--- src/hdl/bstp_pkg.sv ---
package bstp_pkg;

    // ------------------------------------------------------------
    // Widths and codes
    // ------------------------------------------------------------
    localparam int IR_W = 3;
    localparam int CHAIN_W = 58;
    localparam int PAD_W = 57;
    localparam int TOP_CELLS = 3;
    localparam logic [2:0] IR_RESET = 3'h7;
    localparam logic [2:0] IR_CAPTURE = 3'h4;
    localparam logic [2:0] IR_EXTERNAL = 3'h0;
    localparam logic [2:0] IR_CACHE_TEST = 3'h3;
    localparam int OE_CELL = 57;
    localparam int RESET_TMS_EDGES = 5;

    // ------------------------------------------------------------
    // Controller states, Gray-coded along the main paths
    // ------------------------------------------------------------
    typedef enum logic [3:0] {
        ST_RESET = 4'h0,
        ST_IDLE = 4'h1,
        ST_SEL_DR = 4'h3,
        ST_CAP_DR = 4'h2,
        ST_SH_DR = 4'h6,
        ST_EX1_DR = 4'h7,
        ST_PAU_DR = 4'h5,
        ST_EX2_DR = 4'h4,
        ST_UPD_DR = 4'hC,
        ST_SEL_IR = 4'hD,
        ST_CAP_IR = 4'hF,
        ST_SH_IR = 4'hE,
        ST_EX1_IR = 4'hA,
        ST_PAU_IR = 4'hB,
        ST_EX2_IR = 4'h9,
        ST_UPD_IR = 4'h8
    } bstp_state_t;

endpackage : bstp_pkg

--- src/hdl/bstp_sync.sv ---
module bstp_sync
(
    input wire logic clk,
    input wire logic rst_n,
    input wire logic d,
    output logic q
);
    // ------------------------------------------------------------
    // Two-flop synchroniser for pins
    // ------------------------------------------------------------
    typedef struct packed
    {
        logic s1_r;
        logic s2_r;
    } bstp_sync_t;

    bstp_sync_t st_r;
    bstp_sync_t st_nxt;

    // Only the second stage is looked at outside
    always_comb
    begin
        st_nxt.s1_r = d;
        st_nxt.s2_r = st_r.s1_r;
    end

    always_ff @(posedge clk or negedge rst_n)
    begin
        if (!rst_n)
            st_r <= '0;
        else
            st_r <= st_nxt;
    end

    assign q = st_r.s2_r;
endmodule : bstp_sync

--- src/hdl/bstp_tap_fsm.sv ---
module bstp_tap_fsm
(
    input wire logic clk,
    input wire logic rst_n,
    input wire logic tck_rise,
    input wire logic tms,
    output bstp_pkg::bstp_state_t state
);
    // ------------------------------------------------------------
    // Sixteen-state controller, stepped on test-clock rising edges
    // ------------------------------------------------------------
    typedef struct packed
    {
        bstp_pkg::bstp_state_t state_r;
    } bstp_fsm_t;

    bstp_fsm_t st_r;
    bstp_fsm_t st_nxt;

    always_comb
    begin
        st_nxt = st_r;
        if (tck_rise)
        begin
            case (st_r.state_r)
                bstp_pkg::ST_RESET: st_nxt.state_r = tms ? bstp_pkg::ST_RESET : bstp_pkg::ST_IDLE;
                bstp_pkg::ST_IDLE: st_nxt.state_r = tms ? bstp_pkg::ST_SEL_DR : bstp_pkg::ST_IDLE;
                bstp_pkg::ST_SEL_DR: st_nxt.state_r = tms ? bstp_pkg::ST_SEL_IR : bstp_pkg::ST_CAP_DR;
                bstp_pkg::ST_CAP_DR: st_nxt.state_r = tms ? bstp_pkg::ST_EX1_DR : bstp_pkg::ST_SH_DR;
                bstp_pkg::ST_SH_DR: st_nxt.state_r = tms ? bstp_pkg::ST_EX1_DR : bstp_pkg::ST_SH_DR;
                bstp_pkg::ST_EX1_DR: st_nxt.state_r = tms ? bstp_pkg::ST_UPD_DR : bstp_pkg::ST_PAU_DR;
                bstp_pkg::ST_PAU_DR: st_nxt.state_r = tms ? bstp_pkg::ST_EX2_DR : bstp_pkg::ST_PAU_DR;
                bstp_pkg::ST_EX2_DR: st_nxt.state_r = tms ? bstp_pkg::ST_UPD_DR : bstp_pkg::ST_SH_DR;
                bstp_pkg::ST_UPD_DR: st_nxt.state_r = tms ? bstp_pkg::ST_SEL_DR : bstp_pkg::ST_IDLE;
                bstp_pkg::ST_SEL_IR: st_nxt.state_r = tms ? bstp_pkg::ST_RESET : bstp_pkg::ST_CAP_IR;
                bstp_pkg::ST_CAP_IR: st_nxt.state_r = tms ? bstp_pkg::ST_EX1_IR : bstp_pkg::ST_SH_IR;
                bstp_pkg::ST_SH_IR: st_nxt.state_r = tms ? bstp_pkg::ST_EX1_IR : bstp_pkg::ST_SH_IR;
                bstp_pkg::ST_EX1_IR: st_nxt.state_r = tms ? bstp_pkg::ST_UPD_IR : bstp_pkg::ST_PAU_IR;
                bstp_pkg::ST_PAU_IR: st_nxt.state_r = tms ? bstp_pkg::ST_EX2_IR : bstp_pkg::ST_PAU_IR;
                bstp_pkg::ST_EX2_IR: st_nxt.state_r = tms ? bstp_pkg::ST_UPD_IR : bstp_pkg::ST_SH_IR;
                bstp_pkg::ST_UPD_IR: st_nxt.state_r = tms ? bstp_pkg::ST_SEL_DR : bstp_pkg::ST_IDLE;
                default: st_nxt.state_r = bstp_pkg::ST_RESET;
            endcase
        end
    end

    // Cold reset forces the reset state without any test-clock edge
    always_ff @(posedge clk or negedge rst_n)
    begin
        if (!rst_n)
            st_r.state_r <= bstp_pkg::ST_RESET;
        else
            st_r <= st_nxt;
    end

    assign state = st_r.state_r;
endmodule : bstp_tap_fsm

--- src/hdl/bstp_top.sv ---
module bstp_top
(
    input wire logic CLK,
    input wire logic RST_N,
    input wire logic TEST_SHIFT_CLOCK,
    input wire logic TEST_STATE_SELECT,
    input wire logic TEST_SERIAL_IN,
    output logic TEST_SERIAL_OUT,
    output logic TEST_SERIAL_OUT_OE,
    input wire logic [56:0] PAD_LEVELS,
    output logic [56:0] PAD_SCAN_VALUES,
    output logic SCAN_OUTPUT_ENABLE_CELL,
    output logic [2:0] SCAN_TOP_CELLS,
    output logic EXTERNAL_TEST_ACTIVE,
    output logic CACHE_TEST_FLAG
);
    // ------------------------------------------------------------
    // Pin synchronisers
    // ------------------------------------------------------------
    logic tck_s;
    logic tms_s;
    logic tdi_s;
    logic [56:0] pads_s;
    bstp_pkg::bstp_state_t state;

    bstp_sync u_sync_tck (.clk(CLK), .rst_n(RST_N), .d(TEST_SHIFT_CLOCK), .q(tck_s));
    bstp_sync u_sync_tms (.clk(CLK), .rst_n(RST_N), .d(TEST_STATE_SELECT), .q(tms_s));
    bstp_sync u_sync_tdi (.clk(CLK), .rst_n(RST_N), .d(TEST_SERIAL_IN), .q(tdi_s));

    // Pad levels pass through the same two stages, one per pad
    genvar gi;
    generate
        for (gi = 0; gi < bstp_pkg::PAD_W; gi++)
        begin : g_pad_sync
            bstp_sync u_sync_pad (.clk(CLK), .rst_n(RST_N), .d(PAD_LEVELS[gi]), .q(pads_s[gi]));
        end
    endgenerate

    // ------------------------------------------------------------
    // State
    // ------------------------------------------------------------
    typedef struct packed
    {
        logic tck_r;
        logic [2:0] ir_shift_r;
        logic [2:0] ir_latch_r;
        logic bypass_r;
        logic [57:0] chain_r;
        logic [57:0] chain_upd_r;
        logic upd_pend_r;
        logic tdo_r;
        logic tdo_oe_r;
        logic cache_flag_r;
    } bstp_top_t;

    bstp_top_t st_r;
    bstp_top_t st_nxt;
    logic tck_rise;
    logic tck_fall;

    // Edge detection only on the second synchroniser stage
    assign tck_rise = tck_s & ~st_r.tck_r;
    assign tck_fall = ~tck_s & st_r.tck_r;

    bstp_tap_fsm u_fsm
    (
        .clk(CLK),
        .rst_n(RST_N),
        .tck_rise(tck_rise),
        .tms(tms_s),
        .state(state)
    );

    // Chain selected only for code zero; the rest is bypass
    function automatic logic chain_sel(input logic [2:0] code);
        chain_sel = (code == bstp_pkg::IR_EXTERNAL);
    endfunction : chain_sel

    // ------------------------------------------------------------
    // Next-state logic
    // ------------------------------------------------------------
    always_comb
    begin
        st_nxt = st_r;
        st_nxt.tck_r = tck_s;
        if (tck_rise)
        begin
            // Pending update lands two rising edges after entering update
            if (st_r.upd_pend_r)
            begin
                st_nxt.chain_upd_r = st_r.chain_r;
                st_nxt.upd_pend_r = 1'b0;
            end
            case (state)
                bstp_pkg::ST_RESET:
                begin
                    st_nxt.ir_latch_r = bstp_pkg::IR_RESET;
                    st_nxt.chain_r[57:55] = 3'h0;
                    st_nxt.chain_upd_r[57:55] = 3'h0;
                    st_nxt.upd_pend_r = 1'b0;
                end
                bstp_pkg::ST_CAP_IR:
                    st_nxt.ir_shift_r = bstp_pkg::IR_CAPTURE;
                bstp_pkg::ST_SH_IR:
                    st_nxt.ir_shift_r = {st_r.ir_shift_r[1:0], tdi_s};
                bstp_pkg::ST_UPD_IR:
                    st_nxt.ir_latch_r = st_r.ir_shift_r;
                bstp_pkg::ST_CAP_DR:
                begin
                    // Output-only pad cells capture whatever the pad reads back
                    if (chain_sel(st_r.ir_latch_r))
                        st_nxt.chain_r[56:0] = pads_s;
                end
                bstp_pkg::ST_SH_DR:
                begin
                    if (chain_sel(st_r.ir_latch_r))
                        st_nxt.chain_r = {st_r.chain_r[56:0], tdi_s};
                    else
                        st_nxt.bypass_r = tdi_s;
                end
                bstp_pkg::ST_UPD_DR:
                    st_nxt.upd_pend_r = chain_sel(st_r.ir_latch_r);
                default:
                    st_nxt.upd_pend_r = st_r.upd_pend_r & ~st_r.upd_pend_r;
            endcase
        end
        // Sticky flag: set whenever the latched code is 011
        if (st_r.ir_latch_r == bstp_pkg::IR_CACHE_TEST)
            st_nxt.cache_flag_r = 1'b1;
        // Serial out moves only on falling edges
        if (tck_fall)
        begin
            case (state)
                bstp_pkg::ST_SH_IR:
                begin
                    st_nxt.tdo_r = st_r.ir_shift_r[2];
                    st_nxt.tdo_oe_r = 1'b1;
                end
                bstp_pkg::ST_SH_DR:
                begin
                    st_nxt.tdo_r = chain_sel(st_r.ir_latch_r) ? st_r.chain_r[57]
                                                              : st_r.bypass_r;
                    st_nxt.tdo_oe_r = 1'b1;
                end
                default:
                begin
                    st_nxt.tdo_r = 1'b0;
                    st_nxt.tdo_oe_r = 1'b0;
                end
            endcase
        end
    end

    // Output enable cell comes up as 1 on cold reset, until the first test-clock rise in the reset state clears it to 0
    always_ff @(posedge CLK or negedge RST_N)
    begin
        if (!RST_N)
        begin
            st_r <= '0;
            st_r.ir_latch_r <= bstp_pkg::IR_RESET;
            st_r.chain_upd_r[bstp_pkg::OE_CELL] <= 1'b1;
        end
        else
            st_r <= st_nxt;
    end

    // ------------------------------------------------------------
    // Outputs
    // ------------------------------------------------------------
    assign TEST_SERIAL_OUT = st_r.tdo_r;
    assign TEST_SERIAL_OUT_OE = st_r.tdo_oe_r;
    assign PAD_SCAN_VALUES = st_r.chain_upd_r[56:0];
    assign SCAN_OUTPUT_ENABLE_CELL = st_r.chain_upd_r[bstp_pkg::OE_CELL];
    assign SCAN_TOP_CELLS = st_r.chain_upd_r[57:55];
    assign EXTERNAL_TEST_ACTIVE = chain_sel(st_r.ir_latch_r);
    assign CACHE_TEST_FLAG = st_r.cache_flag_r;
endmodule : bstp_top

--- config.mk ---
export PLATFORM = sky130hd
export DESIGN_NAME = bstp_top
export DESIGN_NICKNAME = d
export VERILOG_FILES = /design/src/hdl/bstp_pkg.sv /design/src/hdl/bstp_sync.sv /design/src/hdl/bstp_tap_fsm.sv /design/src/hdl/bstp_top.sv
export SDC_FILE = /design/constraint.sdc
export NUM_CORES = 1
export LEC_CHECK = 0
export ABC_AREA = 0
export ABC_CLOCK_PERIOD_IN_PS = 1700
export BUFFER_PORTS_ARGS = -buffer_cell sky130_fd_sc_hd__clkbuf_2
export CAP_MARGIN = 20
export CORE_MARGIN = 2
export CORE_UTILIZATION = 40
export CTS_CLUSTER_SIZE = 14
export DETAILED_ROUTE_END_ITERATION = 10
export SLEW_MARGIN = 10
export SYNTH_ARGS = -nofsm -noshare
export SYNTH_HDL_FRONTEND = slang
export SYNTH_HIERARCHICAL = 1
export SYNTH_SLANG_ARGS = --single-unit
--- constraint.sdc ---
create_clock -name CLK -period 1.7 [get_ports CLK]
set_input_delay 0.34 -clock CLK [delete_from_list [all_inputs] [get_ports CLK]]
set_output_delay 0.34 -clock CLK [all_outputs]
set_load 0.05 [all_outputs]
==> results of run 1 <==
[what timing repair did]
item,CTS,global route
hold endpoints to repair,106,0
hold buffers,61,0
endpoints found under the setup margin,47,58
resized for setup,12,9
pin swaps,2,3
cloned,5,1
setup buffers,5,4
[cells in the mapped netlist, drive strengths merged, types with 3 or more instances]
library cell / n / area, µm²
a21oi: 5 / 25.0
buf: 77 / 579
nor2b: 3 / 18.8
nor3b: 3 / 22.5
clkbuf: 11 / 41.3
dfrtp: 248 / 6210
dfstp: 4 / 105
nand2: 9 / 33.8
nor2: 5 / 21.3
o21ai: 9 / 45.0
a22o: 3 / 26.3
inv: 4 / 15.0
nand3b: 3 / 22.5
mux2i: 4 / 40.0
o211ai: 4 / 30.0
mux2: 170 / 2020
nand4: 3 / 18.8
nand2b: 7 / 43.8
[report_power, final]
group          switching, µW  internal, µW
Clock                   2180          3360
Sequential               238          6380
Combinational           1230          1300
[worst min-delay path by stage]
stage,start,to,slack (ns),cells past startpoint
after global routing,g_pad_sync[5].u_sync_pad/st_nxt[0],g_pad_sync[5].u_sync_pad/q,0.34,0
after floorplan,RST_N,CACHE_TEST_FLAG,0.04,0
after detailed placement,RST_N,g_pad_sync[20].u_sync_pad/st_nxt[0],0.30,1
final,g_pad_sync[5].u_sync_pad/st_nxt[0],g_pad_sync[5].u_sync_pad/q,0.33,0
after CTS,g_pad_sync[5].u_sync_pad/st_nxt[0],g_pad_sync[5].u_sync_pad/q,0.33,0
after global placement,RST_N,g_pad_sync[20].u_sync_pad/q,0.29,1
[routing by layer]
layer,GRT usage [%],routed length (µm),vias to the layer above
met2,25.4,9080,112
li1,-,-,2354
met4,5.02,457,0
met3,2.59,715,41
met1,18.2,7360,2631
met5,0,0,-
[state kept, by name (all words and copies together) (netlist names)]
name and cells:
CACHE_TEST_FLAG 1, u_sync_tdi/st_nxt 1, TEST_SERIAL_OUT 1, TEST_SERIAL_OUT_OE 1
u_sync_tck/q 1, PAD_SCAN_VALUES 57, u_sync_tms/st_nxt 1, u_sync_tms/q 1
u_fsm/state 4, u_sync_tdi/q 1, g_pad_sync.u_sync_pad/st_nxt 57, g_pad_sync.u_sync_pad/q 57
st_r 67, SCAN_OUTPUT_ENABLE_CELL 1, u_sync_tck/st_nxt 1
[through the flow]
stage	TNS [ns]	hold WS (ns)
finish	-3.35	0.333
global placement	-0.217	0.292
detailed placement	-0.745	0.299
global route	-6.46	0.338
floorplan	0	0.0444
CTS	-2.76	0.334
[logic make-up after synthesis]
logic type,after synthesis,share of synthesized area [%]
flops,252,66.2
buf+inv,93,6.75
simple gates,45,2.83
mux,174,21.6
compound gates,36,2.68
[worst reg2reg max path, stage by stage, from the launching register on]
cell      delay [ns]
dfstp_2         0.53
or3_4           0.16
clkinv_8        0.05
buf_8           0.11
buf_4           0.12
buf_6           0.12
nor4_4          0.26
mux2_4          0.33
[layout make-up]
type	instances	area share, %
Clock buffer	38	6.58
Clock inverter	5	0.413
Inverter	5	0.258
Multi-Input combinational cell	255	21.7
Sequential cell	252	52.2
Tap cell	319	3.30
Timing Repair Buffer	229	15.6
==> results.sh, run 1 <==
export IMPL_die_area_um2=25100
export IMPL_rr_worst_depth=7
export IMPL_cpMaxStageDelayCell="or3_4"
export IMPL_leakagePower_uw=0.00606
export IMPL_synth_net_count=662
export IMPL_n_antenna_cell=0
export IMPL_gp_congestion=0.770
export IMPL_wl_um=17600
export IMPL_final_cell_mix="dfrtp_1 (247), mux2_2 (141), clkbuf_2 (122), dlygate4sd3_1 (61)"
export IMPL_powerDensity_nw_per_um2=1210
export IMPL_placed_cells=985
export IMPL_clock_latency_ns=0.52
export IMPL_path_max_fanout=2
export IMPL_clock_sinks=252
export IMPL_setup_viol=56
export IMPL_critPathTopFamily="simple AND/OR/NAND/NOR gates"
export IMPL_syn_to_final_growth_pct=26.9
export IMPL_finalNonFillerCells=1103
export IMPL_start_kind="flip-flop"
export IMPL_reg2reg_to="st_r[120]"
export IMPL_num_fill_cells=1955
export IMPL_netlist_instances=600
export IMPL_crit_chain="or3_4 > clkinv_8 > buf_8 > clkbuf_16"
export IMPL_rows=56
export IMPL_cts_tree="done"
export IMPL_grt_max_degree=56
export IMPL_cp_arrival_ns=1.60
export IMPL_period_minus_slack_ns=1.94
export IMPL_crit_end="EXTERNAL_TEST_ACTIVE"
export IMPL_final_area_um2=12100
export IMPL_routedWlPerCell_um=16.0
export IMPL_antenna_found_initial=0
export IMPL_clkSlewWorstSetupHoldPaths_ns=0.06
export IMPL_timing_final_ws_setup_ns=-0.240
export IMPL_dpl_worst_slack_ns=-0.0435
export IMPL_drtIter0Drc=202
export IMPL_end_kind="output port"
export IMPL_io_pins=127
export IMPL_ys_flop_type="dfrtp_1"
export IMPL_postSynthAreaPerCell_um2=15.9
export IMPL_period_share_pct=114
export IMPL_ys_warn_count=6
export IMPL_r2r_start="st_r[121]"
export IMPL_setup_worst_path_start="st_r[122]"
export IMPL_clockBufferDepth=3
export IMPL_drt_pass1_iter_count=4
export IMPL_track_usage_pct=14.5
export IMPL_violations="negative setup slack"
export IMPL_max_stage_delay_ns=0.42
export IMPL_yosys_register_bits=252
export IMPL_skew_ns=0.0172
export IMPL_slew_violations=0
export IMPL_hpwl_um=11100
export IMPL_final_hold_viol_count=0
export IMPL_viasPerCell=4.66
export IMPL_antenna_left=0
export IMPL_numCtsBuffers=26
export IMPL_h_tree_depth=1
export IMPL_multi_input_area_um2=2620
export IMPL_rsz0062_at_grt="yes"
export IMPL_path_class="reg2out"
export IMPL_initial_core_util_pct=40.6
export IMPL_path_buf_inv=3
export IMPL_final_util_pct=51.6
export IMPL_vdd_drop_max_mv=0.759
export IMPL_vias=5138
export IMPL_r2r_slack_ns=-0.09
export IMPL_grt_pass1_wl_um=28800
export IMPL_max_cap_violations=0
export IMPL_drive_above_1_share_pct=50.5
export IMPL_outcome="finished with violations"
export IMPL_worstPathRequired_ns=1.36
export IMPL_min_path_type="reg2reg"
export IMPL_core_area_um2=23500
export IMPL_die_h_um=158
export IMPL_die_w_um=158
export IMPL_synth_edf_count=0
export IMPL_max_freq_mhz=515
export IMPL_total_power_uw=14700
export IMPL_synth_area_um2=9540
export IMPL_final_common_cell="dfrtp_1"
export IMPL_grt_pass1_vias=5539
export IMPL_ys_async_sr_fraction_pct=100
export IMPL_worst_slew_pin_slew_ns=0.461
export IMPL_crit_cells=4
export IMPL_drc=0
export IMPL_cts_root_buf="clkbuf_16"
export IMPL_portBuffers=126
export IMPL_synth_distinct_cells=48
export IMPL_fin_nets=831
export IMPL_ys_seq_area_share_pct=66.2
export IMPL_place_area_um2=10300
export IMPL_grt_overflow_total=0
export IMPL_worst_slew_margin_rel_pct=69.3
export IMPL_register_area_um2=6310
(Power assumes the default switching activity.)
==> inputs of run 2 (changes only) <==
- BUFFER_PORTS_ARGS: -buffer_cell sky130_fd_sc_hd__clkbuf_2 -> -buffer_cell sky130_fd_sc_hd__buf_2
- PLACE_DENSITY: default -> 0.68
==> run 2 against run 1 <==
Effect of this change:
- the run still ends with negative setup slack left
- die area stayed put
- worst setup slack improved by 0.11 ns
- via count decreased by 0.78%
- power grew 5.4%
- cell area decreased by 1.4%
- first-iteration DRC count increased by 48%
- clock power grew 16%
==> results.sh, run 2 (synthesis results as in run 1) <==
export IMPL_core_area_um2=23500
export IMPL_r2r_start="st_r[121]"
export IMPL_clockPowerShare_pct=41.4
export IMPL_track_usage_pct=14.2
export IMPL_max_cap_violations=0
export IMPL_max_freq_mhz=546
export IMPL_drt_pass1_iter_count=5
export IMPL_worst_slew_margin_rel_pct=70.5
export IMPL_end_kind="output port"
export IMPL_n_antenna_cell=0
export IMPL_worst_slew_pin_slew_ns=0.443
export IMPL_die_area_um2=25100
export IMPL_fin_nets=816
export IMPL_clock_latency_ns=0.52
export IMPL_final_hold_viol_count=0
export IMPL_swShare_pct=24.3
export IMPL_largest_register="st_r"
export IMPL_placed_cells=979
export IMPL_viasPerCell=4.67
export IMPL_routedWlPerCell_um=16.0
export IMPL_clkSlewWorstSetupHoldPaths_ns=0.06
export IMPL_worstPathRequired_ns=1.36
export IMPL_cts_tree="done"
export IMPL_largest_register_ffs=67
export IMPL_start_kind="flip-flop"
export IMPL_num_fill_cells=1938
export IMPL_die_w_um=158
export IMPL_drc=0
export IMPL_wl_um=17500
export IMPL_final_cell_mix="dfrtp_1 (247), mux2_2 (142), buf_2 (122), dlygate4sd3_1 (61)"
export IMPL_gp_congestion=0.837
export IMPL_antenna_found_initial=0
export IMPL_finalNonFillerCells=1092
export IMPL_clockBufferDepth=3
export IMPL_cp_arrival_ns=1.49
export IMPL_seqPwrFrac_pct=43.1
export IMPL_reg2reg_to="st_r[68]"
export IMPL_cts_root_buf="clkbuf_16"
export IMPL_h_tree_depth=1
export IMPL_slew_violations=0
export IMPL_vdd_drop_max_mv=0.857
export IMPL_powerDensity_nw_per_um2=1300
export IMPL_period_share_pct=108
export IMPL_p_comb_share_pct=15.5
export IMPL_rr_worst_depth=6
export IMPL_r2r_slack_ns=-0.12
export IMPL_syn_to_final_growth_pct=25.2
export IMPL_numCtsBuffers=27
export IMPL_die_h_um=158
export IMPL_final_common_cell="dfrtp_1"
export IMPL_hpwl_um=10900
export IMPL_timing_final_ws_setup_ns=-0.132
export IMPL_violations="negative setup slack"
export IMPL_grt_max_degree=55
export IMPL_rsz0062_at_grt="yes"
export IMPL_drtIter0Drc=299
export IMPL_path_max_fanout=2
export IMPL_drive_above_1_share_pct=49.9
export IMPL_internal_power_uw=11700
export IMPL_grt_overflow_total=0
export IMPL_grt_pass1_vias=5529
export IMPL_place_area_um2=10300
export IMPL_rows=56
export IMPL_skew_ns=0.00981
export IMPL_leakagePower_uw=0.00601
export IMPL_initial_core_util_pct=40.6
export IMPL_path_class="reg2out"
export IMPL_clock_sinks=252
export IMPL_period_minus_slack_ns=1.83
export IMPL_outcome="finished with violations"
export IMPL_power_switching_uw=3760
export IMPL_portBuffers=126
export IMPL_antenna_left=0
export IMPL_io_pins=127
export IMPL_min_path_type="in2async"
export IMPL_setup_viol=56
export IMPL_grt_pass1_wl_um=28200
export IMPL_final_area_um2=11900
export IMPL_vias=5098
[run 2: changes by cell type in the layout (fill, tap and decap cells not counted), sizes merged]
cell,before,now
clkinvlp,0,2
clkinv,5,6
clkbuf,164,37
inv,4,5
bufinv,1,6
buf,42,149
[run 2: layout make-up]
type / count / area [µm²] / area share, %
timing repair buffer: 213 / 1600 / 13.4
clock inverter: 14 / 233 / 1.95
inverter: 5 / 31.3 / 0.262
sequential: 252 / 6310 / 52.9
clock buffer: 34 / 762 / 6.38
multi-input combinational: 255 / 2600 / 21.8
tap: 319 / 399 / 3.34
[run 2: per-layer routing]
layer  wire, µm  track usage, %  share of wire (%)  up-vias
li1           -               -                  -     2322
met2       8460            23.2                 48      138
met1       7720            19.0                 44     2596
met5          0               0                  0        -
met4        461            5.02                2.6        0
met3        872            2.86                5.0       42
[run 2: stage by stage]
step	power, µW	TNS (ns)	utilization (%)	hold WS [ns]	setup WS [ns]
final	15500	-5.03	50.9	0.333	-0.132
after global routing	16200	-7.33	50.9	0.351	-0.168
after CTS	15700	-3.04	50.7	0.328	-0.149
after detailed placement	9080	0	43.7	0.301	0.0434
after global placement	8960	0	43.7	0.286	0.0769
after floorplan	8320	0	-	0.0444	0.0224
[run 2: power groups by stage]
stage / Combinational, µW / Sequential [µW] / Clock, µW
3_3_place_gp: 2200 / 6760 / 0
6_report: 2390 / 6680 / 6410
4_1_cts: 2410 / 6680 / 6580
5_1_grt: 2620 / 6730 / 6840
3_5_place_dp: 2290 / 6790 / 0
2_1_floorplan: 1590 / 6720 / 0
[run 2: worst max-delay path by stage]
| stage | from | to | slack (ns) | cells past startpoint |
|---|---|---|---|---|
| floorplan | st_r[122] | st_r[100] | 0.02 | 6 |
| global placement | st_r[122] | st_r[97] | 0.08 | 5 |
| detailed placement | st_r[122] | st_r[100] | 0.04 | 5 |
| CTS | st_r[121] | EXTERNAL_TEST_ACTIVE | -0.15 | 3 |
| global route | st_r[121] | EXTERNAL_TEST_ACTIVE | -0.17 | 3 |
| finish | st_r[121] | EXTERNAL_TEST_ACTIVE | -0.13 | 3 |
[run 2: timing repair]
action / in CTS / in global routing
setup buffers: 2 / 1
hold buffers: 61 / 0
cloned: 0 / 1
endpoints found under the setup margin: 1 / 58
resized for setup: 4 / 3
pin swaps: 1 / 0
hold endpoints to repair: 109 / 0
[run 2: critical path, stage by stage, from the launching register on]
cell	delay, ns
dfstp_2	0.37
or3_4	0.42
clkinv_8	0.06
buf_12	0.12
==> inputs of run 3 (changes only) <==
- RECOVER_POWER: default -> 100
==> run 3 against run 2 <==
Effect of this change:
- global-route usage stayed put
- hold slack improved by 0.011 ns
- combinational power about the same
- power shrank 0.24%
- the run still ends with negative setup slack left
- largest power group unchanged
- via count barely moved
- utilization down 0.33 points
- critical path type unchanged
==> results.sh, run 3 (synthesis results as in run 1) <==
export IMPL_vdd_drop_max_mv=0.853
export IMPL_violations="negative setup slack"
export IMPL_antenna_left=0
export IMPL_rr_worst_depth=6
export IMPL_reg2reg_to="st_r[111]"
export IMPL_die_w_um=158
export IMPL_grt_max_degree=55
export IMPL_multi_input_area_um2=2600
export IMPL_outcome="finished with violations"
export IMPL_syn_to_final_growth_pct=24.4
export IMPL_antenna_found_initial=0
export IMPL_clock_sinks=252
export IMPL_largest_register_ffs=67
export IMPL_drc=0
export IMPL_setup_viol=57
export IMPL_final_hold_viol_count=0
export IMPL_drt_pass1_iter_count=5
export IMPL_min_path_type="reg2reg"
export IMPL_initial_core_util_pct=40.6
export IMPL_portBuffers=126
export IMPL_period_minus_slack_ns=1.83
export IMPL_cts_root_buf="clkbuf_16"
export IMPL_wl_um=17400
export IMPL_holdPathEnd="g_pad_sync[20].u_sync_pad/q"
export IMPL_n_antenna_cell=0
export IMPL_h_tree_depth=1
export IMPL_io_pins=127
export IMPL_die_area_um2=25100
export IMPL_skew_ns=0.00894
export IMPL_start_kind="flip-flop"
export IMPL_end_kind="output port"
export IMPL_cp_arrival_ns=1.49
export IMPL_fin_hold_ws_ns=0.344
export IMPL_max_freq_mhz=546
export IMPL_powerDensity_nw_per_um2=1300
export IMPL_clockBufferDepth=3
export IMPL_path_class="reg2out"
export IMPL_die_h_um=158
export IMPL_finalNonFillerCells=1092
export IMPL_rsz0062_at_grt="yes"
export IMPL_grt_overflow_total=0
export IMPL_clkSlewWorstSetupHoldPaths_ns=0.06
export IMPL_clock_latency_ns=0.52
export IMPL_max_cap_violations=0
export IMPL_rows=56
export IMPL_grt_pass1_wl_um=28200
export IMPL_viasPerCell=4.67
export IMPL_vias=5103
export IMPL_placed_cells=979
export IMPL_hold_depth=0
export IMPL_numCtsBuffers=27
export IMPL_final_area_um2=11900
export IMPL_period_share_pct=108
export IMPL_dpl_worst_slack_ns=0.0434
export IMPL_worst_slew_pin_slew_ns=0.758
export IMPL_slew_violations=0
export IMPL_worstPathRequired_ns=1.36
export IMPL_hpwl_um=10900
export IMPL_fin_nets=816
export IMPL_core_area_um2=23500
export IMPL_track_usage_pct=14.2
export IMPL_leakagePower_uw=0.00591
export IMPL_gp_congestion=0.837
export IMPL_register_area_um2=6310
export IMPL_place_area_um2=10300
export IMPL_total_power_uw=15400
export IMPL_final_cell_mix="dfrtp_1 (247), mux2_2 (142), clkbuf_2 (65), dlygate4sd3_1 (61), buf_2 (57)"
export IMPL_largest_register="st_r"
export IMPL_worst_slew_margin_rel_pct=49.5
export IMPL_r2r_start="st_r[121]"
export IMPL_r2r_slack_ns=-0.12
export IMPL_drtIter0Drc=272
export IMPL_num_fill_cells=1956
export IMPL_drive_above_1_share_pct=49.0
export IMPL_min_from="g_pad_sync[20].u_sync_pad/st_nxt[0]"
export IMPL_cts_tree="done"
export IMPL_timing_final_ws_setup_ns=-0.131
export IMPL_path_max_fanout=2
export IMPL_grt_pass1_vias=5529
export IMPL_routedWlPerCell_um=16.0
export IMPL_final_common_cell="dfrtp_1"
[run 3: cell count changes in the layout (fill, tap and decap cells not counted)]
cell      change
dfrtp_4       -1
buf_6         +3
clkbuf_2     +65
buf_4         -3
inv_2         -1
dfstp_2       -2
dfrtp_2       +1
inv_1         +1
buf_12        -5
buf_8         -1
dfstp_1       +2
buf_2        -65
clkbuf_4      +2
clkbuf_1      +4
[run 3: layout make-up]
class / instances / share of cell area (%)
repair buffers: 213 / 12.8
inverters: 5 / 0.264
multi-input cells: 255 / 21.9
clock buffers: 34 / 6.42
well taps: 319 / 3.36
clock inverters: 14 / 1.96
flip-flops and latches: 252 / 53.2
[run 3: repair_timing]
item / CTS / global route
hold buffers: 61 / 0
setup buffers: 2 / 1
hold endpoints to repair: 109 / 0
gates resized for setup: 4 / 3
cloned: 0 / 1
endpoints found under the setup margin: 1 / 58
pin swaps: 1 / 0
[run 3: how the worst max path moves through the flow]
| stage | from | to | slack, ns | cells after the start |
|---|---|---|---|---|
| after floorplan | st_r[122] | st_r[100] | 0.02 | 6 |
| after global placement | st_r[122] | st_r[97] | 0.08 | 5 |
| after detailed placement | st_r[122] | st_r[100] | 0.04 | 5 |
| after CTS | st_r[121] | EXTERNAL_TEST_ACTIVE | -0.15 | 3 |
| after global routing | st_r[121] | EXTERNAL_TEST_ACTIVE | -0.17 | 3 |
| final | st_r[121] | EXTERNAL_TEST_ACTIVE | -0.13 | 3 |
[run 3: routing by layer]
metal / GRT usage, % / part of all wire, % / up-vias
met3: 2.86 / 5.0 / 44
met4: 5.02 / 2.7 / 0
li1: - / - / 2324
met1: 19.0 / 44 / 2599
met2: 23.2 / 48 / 136
met5: 0 / 0 / -
[run 3: where the power goes]
| group | switching [µW] | internal [µW] | total [µW] |
|---|---|---|---|
| clock | 2330 | 4070 | 6400 |
| sequential | 298 | 6370 | 6670 |
| combinational | 1130 | 1250 | 2370 |
| total | 3750 | 11700 | 15400 |
[run 3: through the flow]
stage | setup TNS, ns | utilization (%)
finish | -5.02 | 50.5
global route | -7.71 | 50.5
CTS | -3.04 | 50.7
detailed placement | 0 | 43.7
global placement | 0 | 43.7
floorplan | 0 | -
[run 3: worst max-delay path, cell delays in order, from the launching register on]
cell	delay, ns
dfstp_2	0.37
or3_4	0.42
clkinv_8	0.06
buf_12	0.12
